File: config.mk
export PLATFORM = sky130hd
export DESIGN_NAME = fbpc_flash_bus_ctrl
export DESIGN_NICKNAME = d
export VERILOG_FILES = /design/src/common/fbpc_pkg.sv /design/src/hw/fbpc_flash_bus_ctrl.sv /design/src/hw/fbpc_lock_table.sv
export SDC_FILE = /design/constraint.sdc
export NUM_CORES = 1
export LEC_CHECK = 0
export BUFFER_PORTS_ARGS = -buffer_cell sky130_fd_sc_hd__buf_2
export CAP_MARGIN = 20
export CORE_MARGIN = 1.5
export CORE_UTILIZATION = 50
export DETAILED_ROUTE_END_ITERATION = 8
export PLACE_DENSITY = 0.76
export SETUP_SLACK_MARGIN = 0.15
export SLEW_MARGIN = 10
export SYNTH_ARGS = -nofsm -noshare
export SYNTH_HDL_FRONTEND = slang
export SYNTH_SLANG_ARGS = --single-unit
export TNS_END_PERCENT = 50
File: constraint.sdc
create_clock -name clk_i -period 2.15 [get_ports clk_i]
set_clock_uncertainty 0.1 [all_clocks]
set_input_delay 0.3225 -clock clk_i [delete_from_list [all_inputs] [get_ports clk_i]]
set_output_delay 0.3225 -clock clk_i [all_outputs]
set_load 0.005 [all_outputs]
File: src/common/fbpc_pkg.sv
// Constants and types shared by the flash bus pin control block.
// Function
// RULE1: Output enable low drives data onto bus.
// RULE2: Output enable high floats data and wait.
// RULE3: Reset pin clears automation, rejects all writes.
// RULE4: Leaving reset returns to asynchronous array reads.
// RULE5: Config bit 10 selects wait polarity.
// RULE6: Wait driven only with chip and output enabled.
// RULE7: Synchronous reads: wait asserted while data invalid.
// RULE8: Async page and writes keep wait deasserted.
// RULE9: Address and data captured on write strobe rise.
// RULE10: Protect low: locked-down blocks refuse unlock.
// RULE11: Protect high: lock-down status is ignored.
// RULE12: Program supply lockout leaves array contents unchanged.
// RULE13: Core supply lockout inhibits all array writes.
// RULE14: Chip enable high deselects, floats data, wait.
// RULE15: Sync: latch on valid rise or clock edge.
// RULE16: Async: address flows while valid low, latches.
// RULE17: Rejected writes leave command state and array unchanged.
package fbpc_pkg;

  // ==========================================================
  // Widths
  localparam int ADDR_W = 22;
  localparam int DATA_W = 16;
  localparam int BLK_W = 4;
  localparam int NUM_BLK = 16;
  localparam int LAT_W = 3;

  // ==========================================================
  // Register port offsets and fields
  localparam logic [3:0] OFS_RCR = 4'h0;
  localparam logic [3:0] OFS_STATUS = 4'h4;
  localparam logic [3:0] OFS_LAST_ADDR = 4'h8;
  localparam logic [3:0] OFS_LAST_DATA = 4'hc;
  localparam logic [DATA_W-1:0] RCR_RESET = 16'h2000;
  localparam int RCR_SYNC_BIT = 15;
  localparam int RCR_LAT_LSB = 11;
  localparam int RCR_WAIT_POL_BIT = 10;

  // Status bits; 5 to 7 are sticky and cleared by writing ones.
  localparam int ST_RST = 0;
  localparam int ST_PROG_LKO = 1;
  localparam int ST_CORE_LKO = 2;
  localparam int ST_WP = 3;
  localparam int ST_WAIT = 4;
  localparam int ST_REJECT = 5;
  localparam int ST_LOCK_REF = 6;
  localparam int ST_PE_REF = 7;
  localparam int ST_READY = 8;
  localparam logic [DATA_W-1:0] ST_STICKY_MASK = 16'h00e0;

  // ==========================================================
  // Bus command codes
  localparam logic [7:0] CMD_READ_ARRAY = 8'ha1;
  localparam logic [7:0] CMD_READ_STATUS = 8'ha2;
  localparam logic [7:0] CMD_LOCK_SETUP = 8'ha3;
  localparam logic [7:0] CMD_PROG_SETUP = 8'ha4;
  localparam logic [7:0] CMD_ERASE_SETUP = 8'ha5;
  localparam logic [7:0] CMD_ERASE_CONFIRM = 8'hc0;
  localparam logic [7:0] CMD_LOCK = 8'hc1;
  localparam logic [7:0] CMD_UNLOCK = 8'hc2;
  localparam logic [7:0] CMD_LOCK_DOWN = 8'hc3;

  // ==========================================================
  // Types
  typedef enum logic [1:0] {
    LK_LOCK,
    LK_UNLOCK,
    LK_DOWN
  } fbpc_lock_op_t;

  typedef struct packed {
    logic ce_n;
    logic oe_n;
    logic we_n;
    logic address_valid_n;
    logic rst_n;
    logic wp_n;
    logic bclk;
  } fbpc_pins_t;

  typedef struct packed {
    logic valid;
    logic erase;
    logic [ADDR_W-1:0] addr;
    logic [DATA_W-1:0] data;
  } fbpc_arr_req_t;

  function automatic logic [BLK_W-1:0] fbpc_blk_of(
    input logic [ADDR_W-1:0] a
  );
    return a[ADDR_W-1 -: BLK_W];
  endfunction : fbpc_blk_of

endpackage : fbpc_pkg

File: src/hw/fbpc_flash_bus_ctrl.sv
// Pin-level bus control of a parallel flash device: read, wait, write.
`timescale 1ns/1ps
module fbpc_flash_bus_ctrl
  import fbpc_pkg::*;
(
  // Clock and reset
  input wire logic clk_i,
  input wire logic srst_i,
  // Flash bus pins
  input wire fbpc_pins_t pins_i,
  input wire logic [ADDR_W-1:0] addr_i,
  input wire logic [DATA_W-1:0] dq_i,
  output logic [DATA_W-1:0] dq_o,
  output logic dq_oe_o,
  output logic wait_o,
  output logic wait_oe_o,
  // Supply monitors, high while at or below the lockout level
  input wire logic program_supply_lockout_level_i,
  input wire logic core_lockout_level_i,
  // Array side
  output logic [ADDR_W-1:0] rd_addr_o,
  input wire logic [DATA_W-1:0] rd_data_i,
  input wire logic arr_busy_i,
  output fbpc_arr_req_t arr_req_o,
  // Register port
  input wire logic [3:0] reg_addr_i,
  input wire logic [DATA_W-1:0] reg_wdata_i,
  input wire logic reg_wr_i,
  input wire logic reg_rd_i,
  output logic [DATA_W-1:0] reg_rdata_o
);

  typedef enum logic [1:0] {
    CS_IDLE,
    CS_LOCK,
    CS_PROG,
    CS_ERASE
  } fbpc_cmd_state_t;

  // ==========================================================
  // Input synchronisers
  fbpc_pins_t pin_s1_reg;
  fbpc_pins_t pin_s2_reg;
  fbpc_pins_t pin_prev_reg;
  logic [ADDR_W-1:0] addr_s1_reg;
  logic [ADDR_W-1:0] addr_s2_reg;
  logic [DATA_W-1:0] dq_s1_reg;
  logic [DATA_W-1:0] dq_s2_reg;
  logic [1:0] lko_s1_reg;
  logic [1:0] lko_s2_reg;

  always_ff @(posedge clk_i) begin
    if (srst_i) begin
      pin_s1_reg <= '1;
      pin_s2_reg <= '1;
      pin_prev_reg <= '1;
    end else begin
      pin_s1_reg <= pins_i;
      pin_s2_reg <= pin_s1_reg;
      pin_prev_reg <= pin_s2_reg;
    end
  end

  always_ff @(posedge clk_i) begin
    if (srst_i) begin
      addr_s1_reg <= '0;
      addr_s2_reg <= '0;
      dq_s1_reg <= '0;
      dq_s2_reg <= '0;
      lko_s1_reg <= '1;
      lko_s2_reg <= '1;
    end else begin
      addr_s1_reg <= addr_i;
      addr_s2_reg <= addr_s1_reg;
      dq_s1_reg <= dq_i;
      dq_s2_reg <= dq_s1_reg;
      lko_s1_reg <= {program_supply_lockout_level_i, core_lockout_level_i};
      lko_s2_reg <= lko_s1_reg;
    end
  end

  // ==========================================================
  // Decoded pin state
  logic flash_rst;
  logic sel;
  logic reading;
  logic we_rise;
  logic adv_rise;
  logic adv_fall;
  logic bclk_rise;
  logic lockout;

  assign flash_rst = !pin_s2_reg.rst_n;
  assign sel = !pin_s2_reg.ce_n;
  assign reading = sel && !pin_s2_reg.oe_n && pin_s2_reg.we_n;
  assign we_rise = pin_s2_reg.we_n && !pin_prev_reg.we_n;
  assign adv_rise = pin_s2_reg.address_valid_n
                    && !pin_prev_reg.address_valid_n;
  assign adv_fall = !pin_s2_reg.address_valid_n
                    && pin_prev_reg.address_valid_n;
  assign bclk_rise = pin_s2_reg.bclk && !pin_prev_reg.bclk;
  assign lockout = |lko_s2_reg; // RULE12 RULE13

  // ==========================================================
  // Read configuration register
  logic [DATA_W-1:0] read_config_reg;
  logic sync_mode;
  logic wait_polarity;

  assign sync_mode = read_config_reg[RCR_SYNC_BIT];
  assign wait_polarity = read_config_reg[RCR_WAIT_POL_BIT];

  always_ff @(posedge clk_i) begin
    if (srst_i || flash_rst) begin
      read_config_reg <= RCR_RESET; // RULE4
    end else if (reg_wr_i && reg_addr_i == OFS_RCR) begin
      read_config_reg <= reg_wdata_i;
    end
  end

  // ==========================================================
  // Address latch and burst counter
  // The synchronous path counts edges of the sampled bus clock, so the
  // bus clock must stay well below half of clk_i.
  logic [ADDR_W-1:0] addr_q_reg;
  logic latched_reg;
  logic [LAT_W-1:0] lat_cnt_reg;

  always_ff @(posedge clk_i) begin
    if (srst_i || flash_rst) begin
      addr_q_reg <= '0;
      latched_reg <= 1'b0;
      lat_cnt_reg <= '0;
    end else if (!sync_mode) begin
      latched_reg <= 1'b0;
      lat_cnt_reg <= '0;
      if (!pin_s2_reg.address_valid_n) begin
        addr_q_reg <= addr_s2_reg; // RULE16
      end
    end else if (!latched_reg || adv_fall || !sel) begin
      if (!pin_s2_reg.address_valid_n) begin
        addr_q_reg <= addr_s2_reg;
      end
      latched_reg <= sel && (adv_rise
                     || (!pin_s2_reg.address_valid_n && bclk_rise)); // RULE15
      lat_cnt_reg <= read_config_reg[RCR_LAT_LSB +: LAT_W];
    end else if (bclk_rise) begin
      if (lat_cnt_reg != '0) begin
        lat_cnt_reg <= lat_cnt_reg - LAT_W'(1);
      end else begin
        addr_q_reg <= addr_q_reg + ADDR_W'(1);
      end
    end
  end

  assign rd_addr_o = addr_q_reg;

  // ==========================================================
  // Write capture
  logic [ADDR_W-1:0] wr_addr_reg;
  logic [DATA_W-1:0] wr_data_reg;
  logic wr_pend_reg;
  logic wr_ok;
  logic wr_reject;

  // A rejected strobe is dropped here, before it can reach the command
  // decoder or the array.
  assign wr_ok = we_rise && sel && !flash_rst && !lockout; // RULE3 RULE17
  assign wr_reject = we_rise && sel && !wr_ok;

  always_ff @(posedge clk_i) begin
    if (srst_i) begin
      wr_addr_reg <= '0;
      wr_data_reg <= '0;
    end else if (wr_ok) begin
      wr_addr_reg <= addr_s2_reg; // RULE9
      wr_data_reg <= dq_s2_reg; // RULE9
    end
  end

  always_ff @(posedge clk_i) begin
    if (srst_i || flash_rst) begin
      wr_pend_reg <= 1'b0;
    end else begin
      wr_pend_reg <= wr_ok && !lockout;
    end
  end

  // ==========================================================
  // Command decoder
  fbpc_cmd_state_t cmd_state_reg;
  logic rd_status_reg;
  logic [7:0] cmd_code;
  logic blk_locked;
  logic lock_refused;
  logic lock_op_valid;
  fbpc_lock_op_t lock_op;
  logic arr_go;

  assign cmd_code = wr_data_reg[7:0];

  always_ff @(posedge clk_i) begin
    if (srst_i || flash_rst) begin
      cmd_state_reg <= CS_IDLE; // RULE3
      rd_status_reg <= 1'b0; // RULE4
    end else if (wr_pend_reg) begin
      case (cmd_state_reg)
        CS_IDLE: begin
          case (cmd_code)
            CMD_READ_ARRAY: rd_status_reg <= 1'b0;
            CMD_READ_STATUS: rd_status_reg <= 1'b1;
            CMD_LOCK_SETUP: cmd_state_reg <= CS_LOCK;
            CMD_PROG_SETUP: begin
              cmd_state_reg <= CS_PROG;
              rd_status_reg <= 1'b1;
            end
            CMD_ERASE_SETUP: begin
              cmd_state_reg <= CS_ERASE;
              rd_status_reg <= 1'b1;
            end
            default: ;
          endcase
        end
        default: cmd_state_reg <= CS_IDLE;
      endcase
    end
  end

  always_comb begin
    lock_op = LK_LOCK;
    lock_op_valid = 1'b0;
    if (wr_pend_reg && cmd_state_reg == CS_LOCK) begin
      lock_op_valid = 1'b1;
      case (cmd_code)
        CMD_LOCK: lock_op = LK_LOCK;
        CMD_UNLOCK: lock_op = LK_UNLOCK;
        CMD_LOCK_DOWN: lock_op = LK_DOWN;
        default: lock_op_valid = 1'b0;
      endcase
    end
  end

  fbpc_lock_table u_lock_table (
    .clk_i(clk_i),
    .srst_i(srst_i),
    .clear_i(flash_rst),
    .op_valid_i(lock_op_valid),
    .op_i(lock_op),
    .blk_i(fbpc_blk_of(wr_addr_reg)),
    .wp_n_i(pin_s2_reg.wp_n),
    .query_blk_i(fbpc_blk_of(wr_addr_reg)),
    .locked_o(blk_locked),
    .refused_o(lock_refused)
  );

  // ==========================================================
  // Array requests
  logic pe_try;

  assign pe_try = wr_pend_reg && ((cmd_state_reg == CS_PROG)
                  || (cmd_state_reg == CS_ERASE
                      && cmd_code == CMD_ERASE_CONFIRM));
  assign arr_go = pe_try && !blk_locked && !lockout; // RULE12 RULE13

  always_ff @(posedge clk_i) begin
    if (srst_i || flash_rst) begin
      arr_req_o <= '0;
    end else begin
      arr_req_o.valid <= arr_go;
      arr_req_o.erase <= cmd_state_reg == CS_ERASE;
      arr_req_o.addr <= wr_addr_reg;
      arr_req_o.data <= wr_data_reg;
    end
  end

  // ==========================================================
  // Status
  logic [DATA_W-1:0] sticky_reg;
  logic [DATA_W-1:0] sticky_set;
  logic [DATA_W-1:0] status_word;
  logic waiting;

  always_comb begin
    sticky_set = '0;
    sticky_set[ST_REJECT] = wr_reject;
    sticky_set[ST_LOCK_REF] = lock_refused;
    sticky_set[ST_PE_REF] = pe_try && !arr_go;
  end

  // A new event wins over a clear in the same cycle.
  always_ff @(posedge clk_i) begin
    if (srst_i) begin
      sticky_reg <= '0;
    end else if (reg_wr_i && reg_addr_i == OFS_STATUS) begin
      sticky_reg <= (sticky_reg & ~reg_wdata_i) | sticky_set;
    end else begin
      sticky_reg <= sticky_reg | sticky_set;
    end
  end

  always_comb begin
    status_word = sticky_reg & ST_STICKY_MASK;
    status_word[ST_RST] = flash_rst;
    status_word[ST_PROG_LKO] = lko_s2_reg[1];
    status_word[ST_CORE_LKO] = lko_s2_reg[0];
    status_word[ST_WP] = pin_s2_reg.wp_n;
    status_word[ST_WAIT] = waiting;
    status_word[ST_READY] = !arr_busy_i;
  end

  // ==========================================================
  // Pin drivers
  // Wait marks invalid data only in a synchronous read; the write strobe
  // low or asynchronous mode keeps it deasserted.
  assign waiting = sync_mode && reading
                   && (!latched_reg || lat_cnt_reg != '0); // RULE7 RULE8

  always_ff @(posedge clk_i) begin
    if (srst_i) begin
      dq_oe_o <= 1'b0;
      wait_oe_o <= 1'b0;
    end else begin
      dq_oe_o <= reading && !flash_rst; // RULE1 RULE2 RULE14
      wait_oe_o <= sel && !pin_s2_reg.oe_n; // RULE6 RULE2 RULE14
    end
  end

  always_ff @(posedge clk_i) begin
    if (srst_i) begin
      wait_o <= 1'b0;
      dq_o <= '0;
    end else begin
      wait_o <= waiting ? wait_polarity : !wait_polarity; // RULE5
      dq_o <= rd_status_reg ? status_word : rd_data_i;
    end
  end

  // ==========================================================
  // Register read port
  always_ff @(posedge clk_i) begin
    if (srst_i || !reg_rd_i) begin
      reg_rdata_o <= '0;
    end else begin
      case (reg_addr_i)
        OFS_RCR: reg_rdata_o <= read_config_reg;
        OFS_STATUS: reg_rdata_o <= status_word;
        OFS_LAST_ADDR: reg_rdata_o <= wr_addr_reg[DATA_W-1:0];
        OFS_LAST_DATA: reg_rdata_o <= wr_data_reg;
        default: reg_rdata_o <= '0;
      endcase
    end
  end

endmodule : fbpc_flash_bus_ctrl

File: src/hw/fbpc_lock_table.sv
// Per-block lock and lock-down state of the flash bus pin control block.
`timescale 1ns/1ps
module fbpc_lock_table
  import fbpc_pkg::*;
(
  // Clock and reset
  input wire logic clk_i,
  input wire logic srst_i,
  // Control
  input wire logic clear_i,
  input wire logic op_valid_i,
  input wire fbpc_lock_op_t op_i,
  input wire logic [BLK_W-1:0] blk_i,
  input wire logic wp_n_i,
  // Query
  input wire logic [BLK_W-1:0] query_blk_i,
  output logic locked_o,
  output logic refused_o
);

  logic [NUM_BLK-1:0] lock_reg;
  logic [NUM_BLK-1:0] down_reg;
  logic unlock_blocked;

  assign unlock_blocked = down_reg[blk_i] && !wp_n_i; // RULE10 RULE11

  // ==========================================================
  // Lock state
  // All blocks come up locked so a glitching bus cannot alter them.
  always_ff @(posedge clk_i) begin
    if (srst_i || clear_i) begin
      lock_reg <= '1;
      down_reg <= '0;
    end else if (op_valid_i) begin
      case (op_i)
        LK_LOCK: lock_reg[blk_i] <= 1'b1;
        LK_DOWN: begin
          lock_reg[blk_i] <= 1'b1;
          down_reg[blk_i] <= 1'b1;
        end
        LK_UNLOCK: begin
          if (!unlock_blocked) begin
            lock_reg[blk_i] <= 1'b0; // RULE10 RULE11
          end
        end
        default: ;
      endcase
    end
  end

  always_ff @(posedge clk_i) begin
    if (srst_i || clear_i) begin
      refused_o <= 1'b0;
    end else begin
      refused_o <= op_valid_i && (op_i == LK_UNLOCK) && unlock_blocked;
    end
  end

  assign locked_o = lock_reg[query_blk_i];

endmodule : fbpc_lock_table

After elaboration in Yosys (flattened, before gate mapping)
Cells that the tools add are included.
{ "classes": {"addsub": 2, "order_cmp": 2, "n_eq_ne": 21, "muxes": 27, "n_bitwise": 9, "n_reduce_logical": 71} }
{ "ops": {"columns": ["operator", "n"], "rows": [
  ["22-bit 2-to-1 mux", 5],
  ["8-bit equality test (second input constant)", 9],
  ["16-bit one-hot mux with 4 select lines", 1],
  ["16-bit AND", 2],
  ["16-bit 2-to-1 mux", 2],
  ["16-bit inverter", 2],
  ["16-bit bitwise OR", 2],
  ["16-bit by 8-bit bitwise OR with 16-bit output", 2],
  ["16-bit one-hot mux with 2 select lines", 1],
  ["1-bit logical AND", 28],
  ["22-bit by 1-bit adder with 22-bit output (second input constant)", 1],
  ["1-bit zero test", 16],
  ["3-bit 2-to-1 mux", 3],
  ["9-bit 2-to-1 mux", 1],
  ["1-bit binary-select mux with 4-bit select", 2],
  ["4-bit equality test (second input constant)", 2],
  ["2-bit AND reduction", 4],
  ["2-bit nonzero test", 4],
  ["2-bit OR reduction", 4],
  ["1-bit logical OR", 7],
  ["2-bit equality test (second input constant)", 3],
  ["1-bit 2-to-1 mux", 6],
  ["2-bit one-hot mux with 3 select lines", 1],
  ["3-bit AND reduction", 2],
  ["other kinds (18)", 22]
]} }
{ "word_totals": {"reg_bits": 305, "inputBits": 88, "out_inout_bits": 97, "wordCells": 178} }

Logic depth before layout (Yosys ltp)
{ "logic_depth": {"word_depth": 10, "mapped_depth": 8, "mapped_depth_nobuf": 7} }

Cells and area by module
From an unflattened synthesis, not the netlist that was laid out.
{ "unflattened": {"cells_unflattened": 1076, "area_unflattened_um2": 10347.4} }
{ "by_module_without_submodules": {"columns": ["module", "n_inst", "cells_per_inst", "area_per_inst_um2", "seq_area_each_um2"], "rows": [
  ["fbpc_flash_bus_ctrl", 1, 911, 8819.7, 5185.0],
  ["fbpc_lock_table", 1, 165, 1527.7, 660.6]
]} }

Least setup slack after synthesis
No wires, ideal clock.
{ "synth_path": {"path_type": "register -> register", "start": "reg lat_cnt_reg[0]", "end": "reg addr_q_reg[20] (netlist: rd_addr_o[20])", "setup_time_ns": 0.074, "arrival_ns": 1.916, "t_required_ns": 1.976, "path_slack_ns": 0.060, "stages_incl_launch_ff": 8, "n_path_buf": 0, "period_less_slack_ns": 2.090, "cell_sequence": "dfxtp_1 > inv_1 > ha_1 > and4bb_4 > nand4_4 > or4_4 > or3_1 > a31oi_1"} }
{ "synth_via": {"elab_chain_cells": 3} }
{ "synth_rtl": {"columns": ["element", "line_no", "source"], "rows": [
  ["start: declaration", "fbpc_flash_bus_ctrl.sv:127", "logic [LAT_W-1:0] lat_cnt_reg;"],
  ["start signal: assignment", "fbpc_flash_bus_ctrl.sv:146", "lat_cnt_reg <= read_config_reg[RCR_LAT_LSB +: LAT_W];"],
  ["start signal: assignment", "fbpc_flash_bus_ctrl.sv:149", "lat_cnt_reg <= lat_cnt_reg - LAT_W'(1);"],
  ["3-bit nonzero test", "fbpc_flash_bus_ctrl.sv:148", "if (lat_cnt_reg != '0) begin"],
  ["3-bit inequality test (no source line)", null, null],
  ["2-bit AND reduction (no source line)", null, null],
  ["end signal: assignment", "fbpc_flash_bus_ctrl.sv:138", "addr_q_reg <= addr_s2_reg;"],
  ["end signal: assignment", "fbpc_flash_bus_ctrl.sv:142", "addr_q_reg <= addr_s2_reg;"],
  ["end signal: assignment", "fbpc_flash_bus_ctrl.sv:151", "addr_q_reg <= addr_q_reg + ADDR_W'(1);"],
  ["end: declaration", "fbpc_flash_bus_ctrl.sv:125", "logic [ADDR_W-1:0] addr_q_reg;"]
]} }
Every way passes these cells.
A chain may end at the register's enable or synchronous reset.

Worst setup path after layout
{ "layout_path": {"start": "reg lat_cnt_reg[1]", "end": "reg addr_q_reg[20] (netlist: rd_addr_o[20])"} }
The elaborated chain is that of the path after synthesis.

==> key figures <==
Outcome
  • Outcome: complete, no violations

Cells and area
  • Layout cells sized above 1: 27.3%
  • NumNets Final: 1442
  • Register bank with the most flops: arr_req_o
  • Area growth syn-to-layout: 34.7%
  • Diode count: 0
  • Max reg flops: 40

Critical path
  • CP arrival: 2450 ps
  • Startpoint types: flop
  • Critical path's slowest cell: or4_4
  • Crit path to: rd_addr_o[20]$_SDFFE_PP0P_
  • WP buf/inv: 1
  • Crit path launch: lat_cnt_reg[1]$_SDFFE_PP0P_
  • Largest stage delay, worst path: 530 ps
  • Cell count of the worst reg-to-reg path: 7
  • Critical Path Stages: 7
  • R2R Path Start: lat_cnt_reg[1]$_SDFFE_PP0P_
  • Max FO, Critical Path: 3
  • WP data required: 2520 ps
  • Crit-path cells: inv_2 > ha_4 > and4bb_4 > nand4_4 > or4_4 > or3_1 > a31oi_1
  • CP endpoint kind: flop
  • Crit Path Class: flop to flop
  • Cell family with most CP delay: simple AND/OR/NAND/NOR gates
  • R2R setup slack: 70 ps
  • Reg-to-Reg End: rd_addr_o[20]$_SDFFE_PP0P_

Timing
  • # setup viols final: 0
  • RSZ-0062 raised after global routing: yes
  • Slew headroom: 57.3%
  • Setup TNS: 0 ps
  • Slew Limit Fails: 0
  • Tcrit/Tclk final: 96.9%
  • Hold slack final: 96.5 ps
  • Maximum clock rate: 0.480 GHz
  • Worst slew pin tran: 640 ps
  • Fin worst setup slack: 65.8 ps
  • Final Critical Period: 2080 ps
  • Final Hold Fails: 0

Clocking
  • Clk_lat worst skew: 540 ps
  • Clk sink count: 292
  • Clk root buf: clkbuf_16
  • Clock slew at reported path FFs: 60 ps
  • CTS buffer count: 29
  • Clock buffer depth: 3
  • TritonCTS clock tree: done
  • CTS H-tree lvls: 1

Route
  • Vias/cell: 5.49
  • Final wirelength: 29900 um
  • Initial drt markers: 874
  • Drt drc: 0
  • Post-DRT Antenna Nets: 0
  • Wire per inst: 18.2 um
  • DR pass1 iterations: 5
  • DR vias: 9021

Global routing
  • GRT Resource Usage Total: 27.4%
  • Largest net degree at the start of global routing: 149
  • Initial antenna violation count: 0
  • First-pass GRT wire length: 46300 um
  • Vias in the first global route: 8767
  • Gr ovfl total: 0

Floorplanning
  • I/O pin count: 185
  • Site row count: 52
  • Starting Density: 50.7%
  • Die width: 146 um
  • Die height: 146 um
  • Core area: 20200 sq um
  • Full die area: 21300 sq um

Synthesis
  • Mapped cell area: 10200 sq um
  • Post-synth top area share: 57.2%
  • Post-Synthesis Net Count: 1138
  • Area contributors post-synth: dfxtp_1 (57%), nand2_1 (4.9%), nor2b_1 (4.8%), a21oi_1 (4.3%), and3_1 (2.7%)
  • Cells after synthesis: 1047
  • Synth Register Bits: 292
  • Fraction of registers with async set or reset after synthesis: 0%
  • EDFF count, synth: 0
  • Synth unique cells: 62
  • Largest area contributor in the synthesized netlist: dfxtp_1
  • Sequential element share of the synthesized area: 57.2%
  • Synth Area per Inst: 9.76 sq um
  • Synth Warn #: 0
  • Most used DFF post-synth: dfxtp_1

Place
  • DPL Wire Length: 19100 um
  • PortBufs: 184
  • Gp weighted congestion: 0.888
  • Pre-CTS setup slack: 54.7 ps

Power and ir drop
  • Flop pwr share: 49.1%
  • Share of power burned in combinational logic: 4.8%
  • PD cells: 827 nW/um^2
  • Int Power: 0.00895 W
  • Sw frac: 21.4%
  • Lkg Pwr: 5.64 nW
  • Sw power: 0.00244 W
  • Clock Power Share: 46.1%
  • Max IR drop VDD: 0.000687 V

Hold path
  • HP Class: input pin to flop

Run
  • Max Cap Violations: 0
==> worst min path at each step <==
stage | startpoint | endpoint | slack, ps | cells past startpoint
2_1_floorplan | lko_s1_reg[0]$_SDFF_PP1_ | lko_s2_reg[0]$_SDFF_PP1_ | 290 | 1
4_1_cts | reg_wr_i | sticky_reg[5]$_SDFF_PP0_ | 70 | 4
3_3_place_gp | pin_s1_reg[6]$_SDFF_PP1_ | pin_s2_reg[6]$_SDFF_PP1_ | 290 | 1
3_5_place_dp | pin_s1_reg[1]$_SDFF_PP1_ | pin_s2_reg[1]$_SDFF_PP1_ | 290 | 1
6_report | arr_busy_i | reg_rdata_o[8]$_SDFF_PP0_ | 100 | 4
5_1_grt | reg_wr_i | sticky_reg[5]$_SDFF_PP0_ | 110 | 4
==> stage by stage <==
stage	power, W	instance area [sq um]	instances	util [%]
after floorplan	0.00590	10200	1047	-
after global placement	0.00611	11800	1502	58.4
after detailed placement	0.00612	11800	1502	58.4
after CTS	0.0114	13600	1638	67.6
after global routing	0.0117	13800	1642	68.3
final	0.0114	13800	1642	68.3
==> placed cells by master (no fill, tap or decap), drive strengths merged, types with 23 or more instances in the layout <==
master and n:
dfxtp 292, buf 257, nand2 133, a21oi 88, dlygate4sd3 80, nor2b 78
nor2 64, and3 44, clkbuf 36, a211oi 25, a31oi 24, or2 23
nor3 23
==> synthesized netlist by cell type, types with 2 or more instances <==
cell type,n
a2111oi_0,2
a211oi_1,25
a21oi_1,88
a221oi_1,2
a222oi_1,8
a22oi_1,17
a311oi_1,10
a31oi_1,23
and2_1,12
and3_1,44
and4_1,2
buf_1,8
buf_2,4
clkbuf_1,51
dfxtp_1,292
ha_1,3
inv_1,10
mux2_2,5
mux2i_1,15
mux4_2,4
nand2_1,133
nand2b_1,12
nand3_1,10
nand3b_1,2
nand4_1,5
nand4bb_1,2
nor2_1,64
nor2b_1,78
nor3_1,21
nor3_2,2
nor4_1,4
nor4_2,4
nor4b_1,4
nor4b_2,2
o211ai_1,3
o21ai_0,17
o221ai_1,2
o311ai_0,2
or2_2,23
or3_1,2
or4_1,2
or4_4,3
xnor2_1,4
xor2_1,3
==> per-layer routing <==
metal	share of wire, %	routed length, um	track usage (%)	up-vias
li1	-	-	-	4260
met1	41	12200	35.1	4283
met2	49	14700	46.7	401
met3	6.7	2000	3.95	77
met4	3.3	996	10.7	0
met5	0	0	0	-
==> cell type report <==
type / instances / area, sq um
sequential: 292 / 5850
tap: 270 / 338
clock buffer: 36 / 802
inverter: 10 / 37.5
multi-input combinational: 681 / 4230
timing repair buffer: 337 / 2300
fill: 1551 / 6400
clock inverter: 16 / 204
==> power by group through the flow <==
stage	logic, W	clock network [W]	registers (W)
2_1_floorplan	0.000212	0	0.00569
3_3_place_gp	0.000406	0	0.00570
3_5_place_dp	0.000414	0	0.00571
4_1_cts	0.000530	0.00528	0.00559
5_1_grt	0.000589	0.00553	0.00560
6_report	0.000547	0.00525	0.00559
==> cells by family after synthesis <==
| logic type | Yosys count | synth area share (%) |
|---|---|---|
| buf+inv | 74 | 2.80 |
| xor+xnor | 7 | 0.600 |
| fa+ha+maj | 3 | 0.367 |
| compound gates | 208 | 13.2 |
| simple gates | 439 | 23.0 |
| mux | 24 | 2.90 |
| flops | 292 | 57.2 |
==> worst reg2reg max path: stages (launching register included) <==
cell	delay (ps)
dfxtp_1	320
inv_2	80
ha_4	130
and4bb_4	260
nand4_4	110
or4_4	530
or3_1	320
a31oi_1	160
==> repair_timing <==
item | in CTS | in global routing
buffers inserted | 4 | 4
hold buffers | 80 | 0
resized for setup | 5 | 23
pin swaps | 1 | 12
endpoints found under the setup margin | 8 | 48
hold endpoints to repair | 81 | 0
No activity file was read; power rests on OpenSTA's default activity.
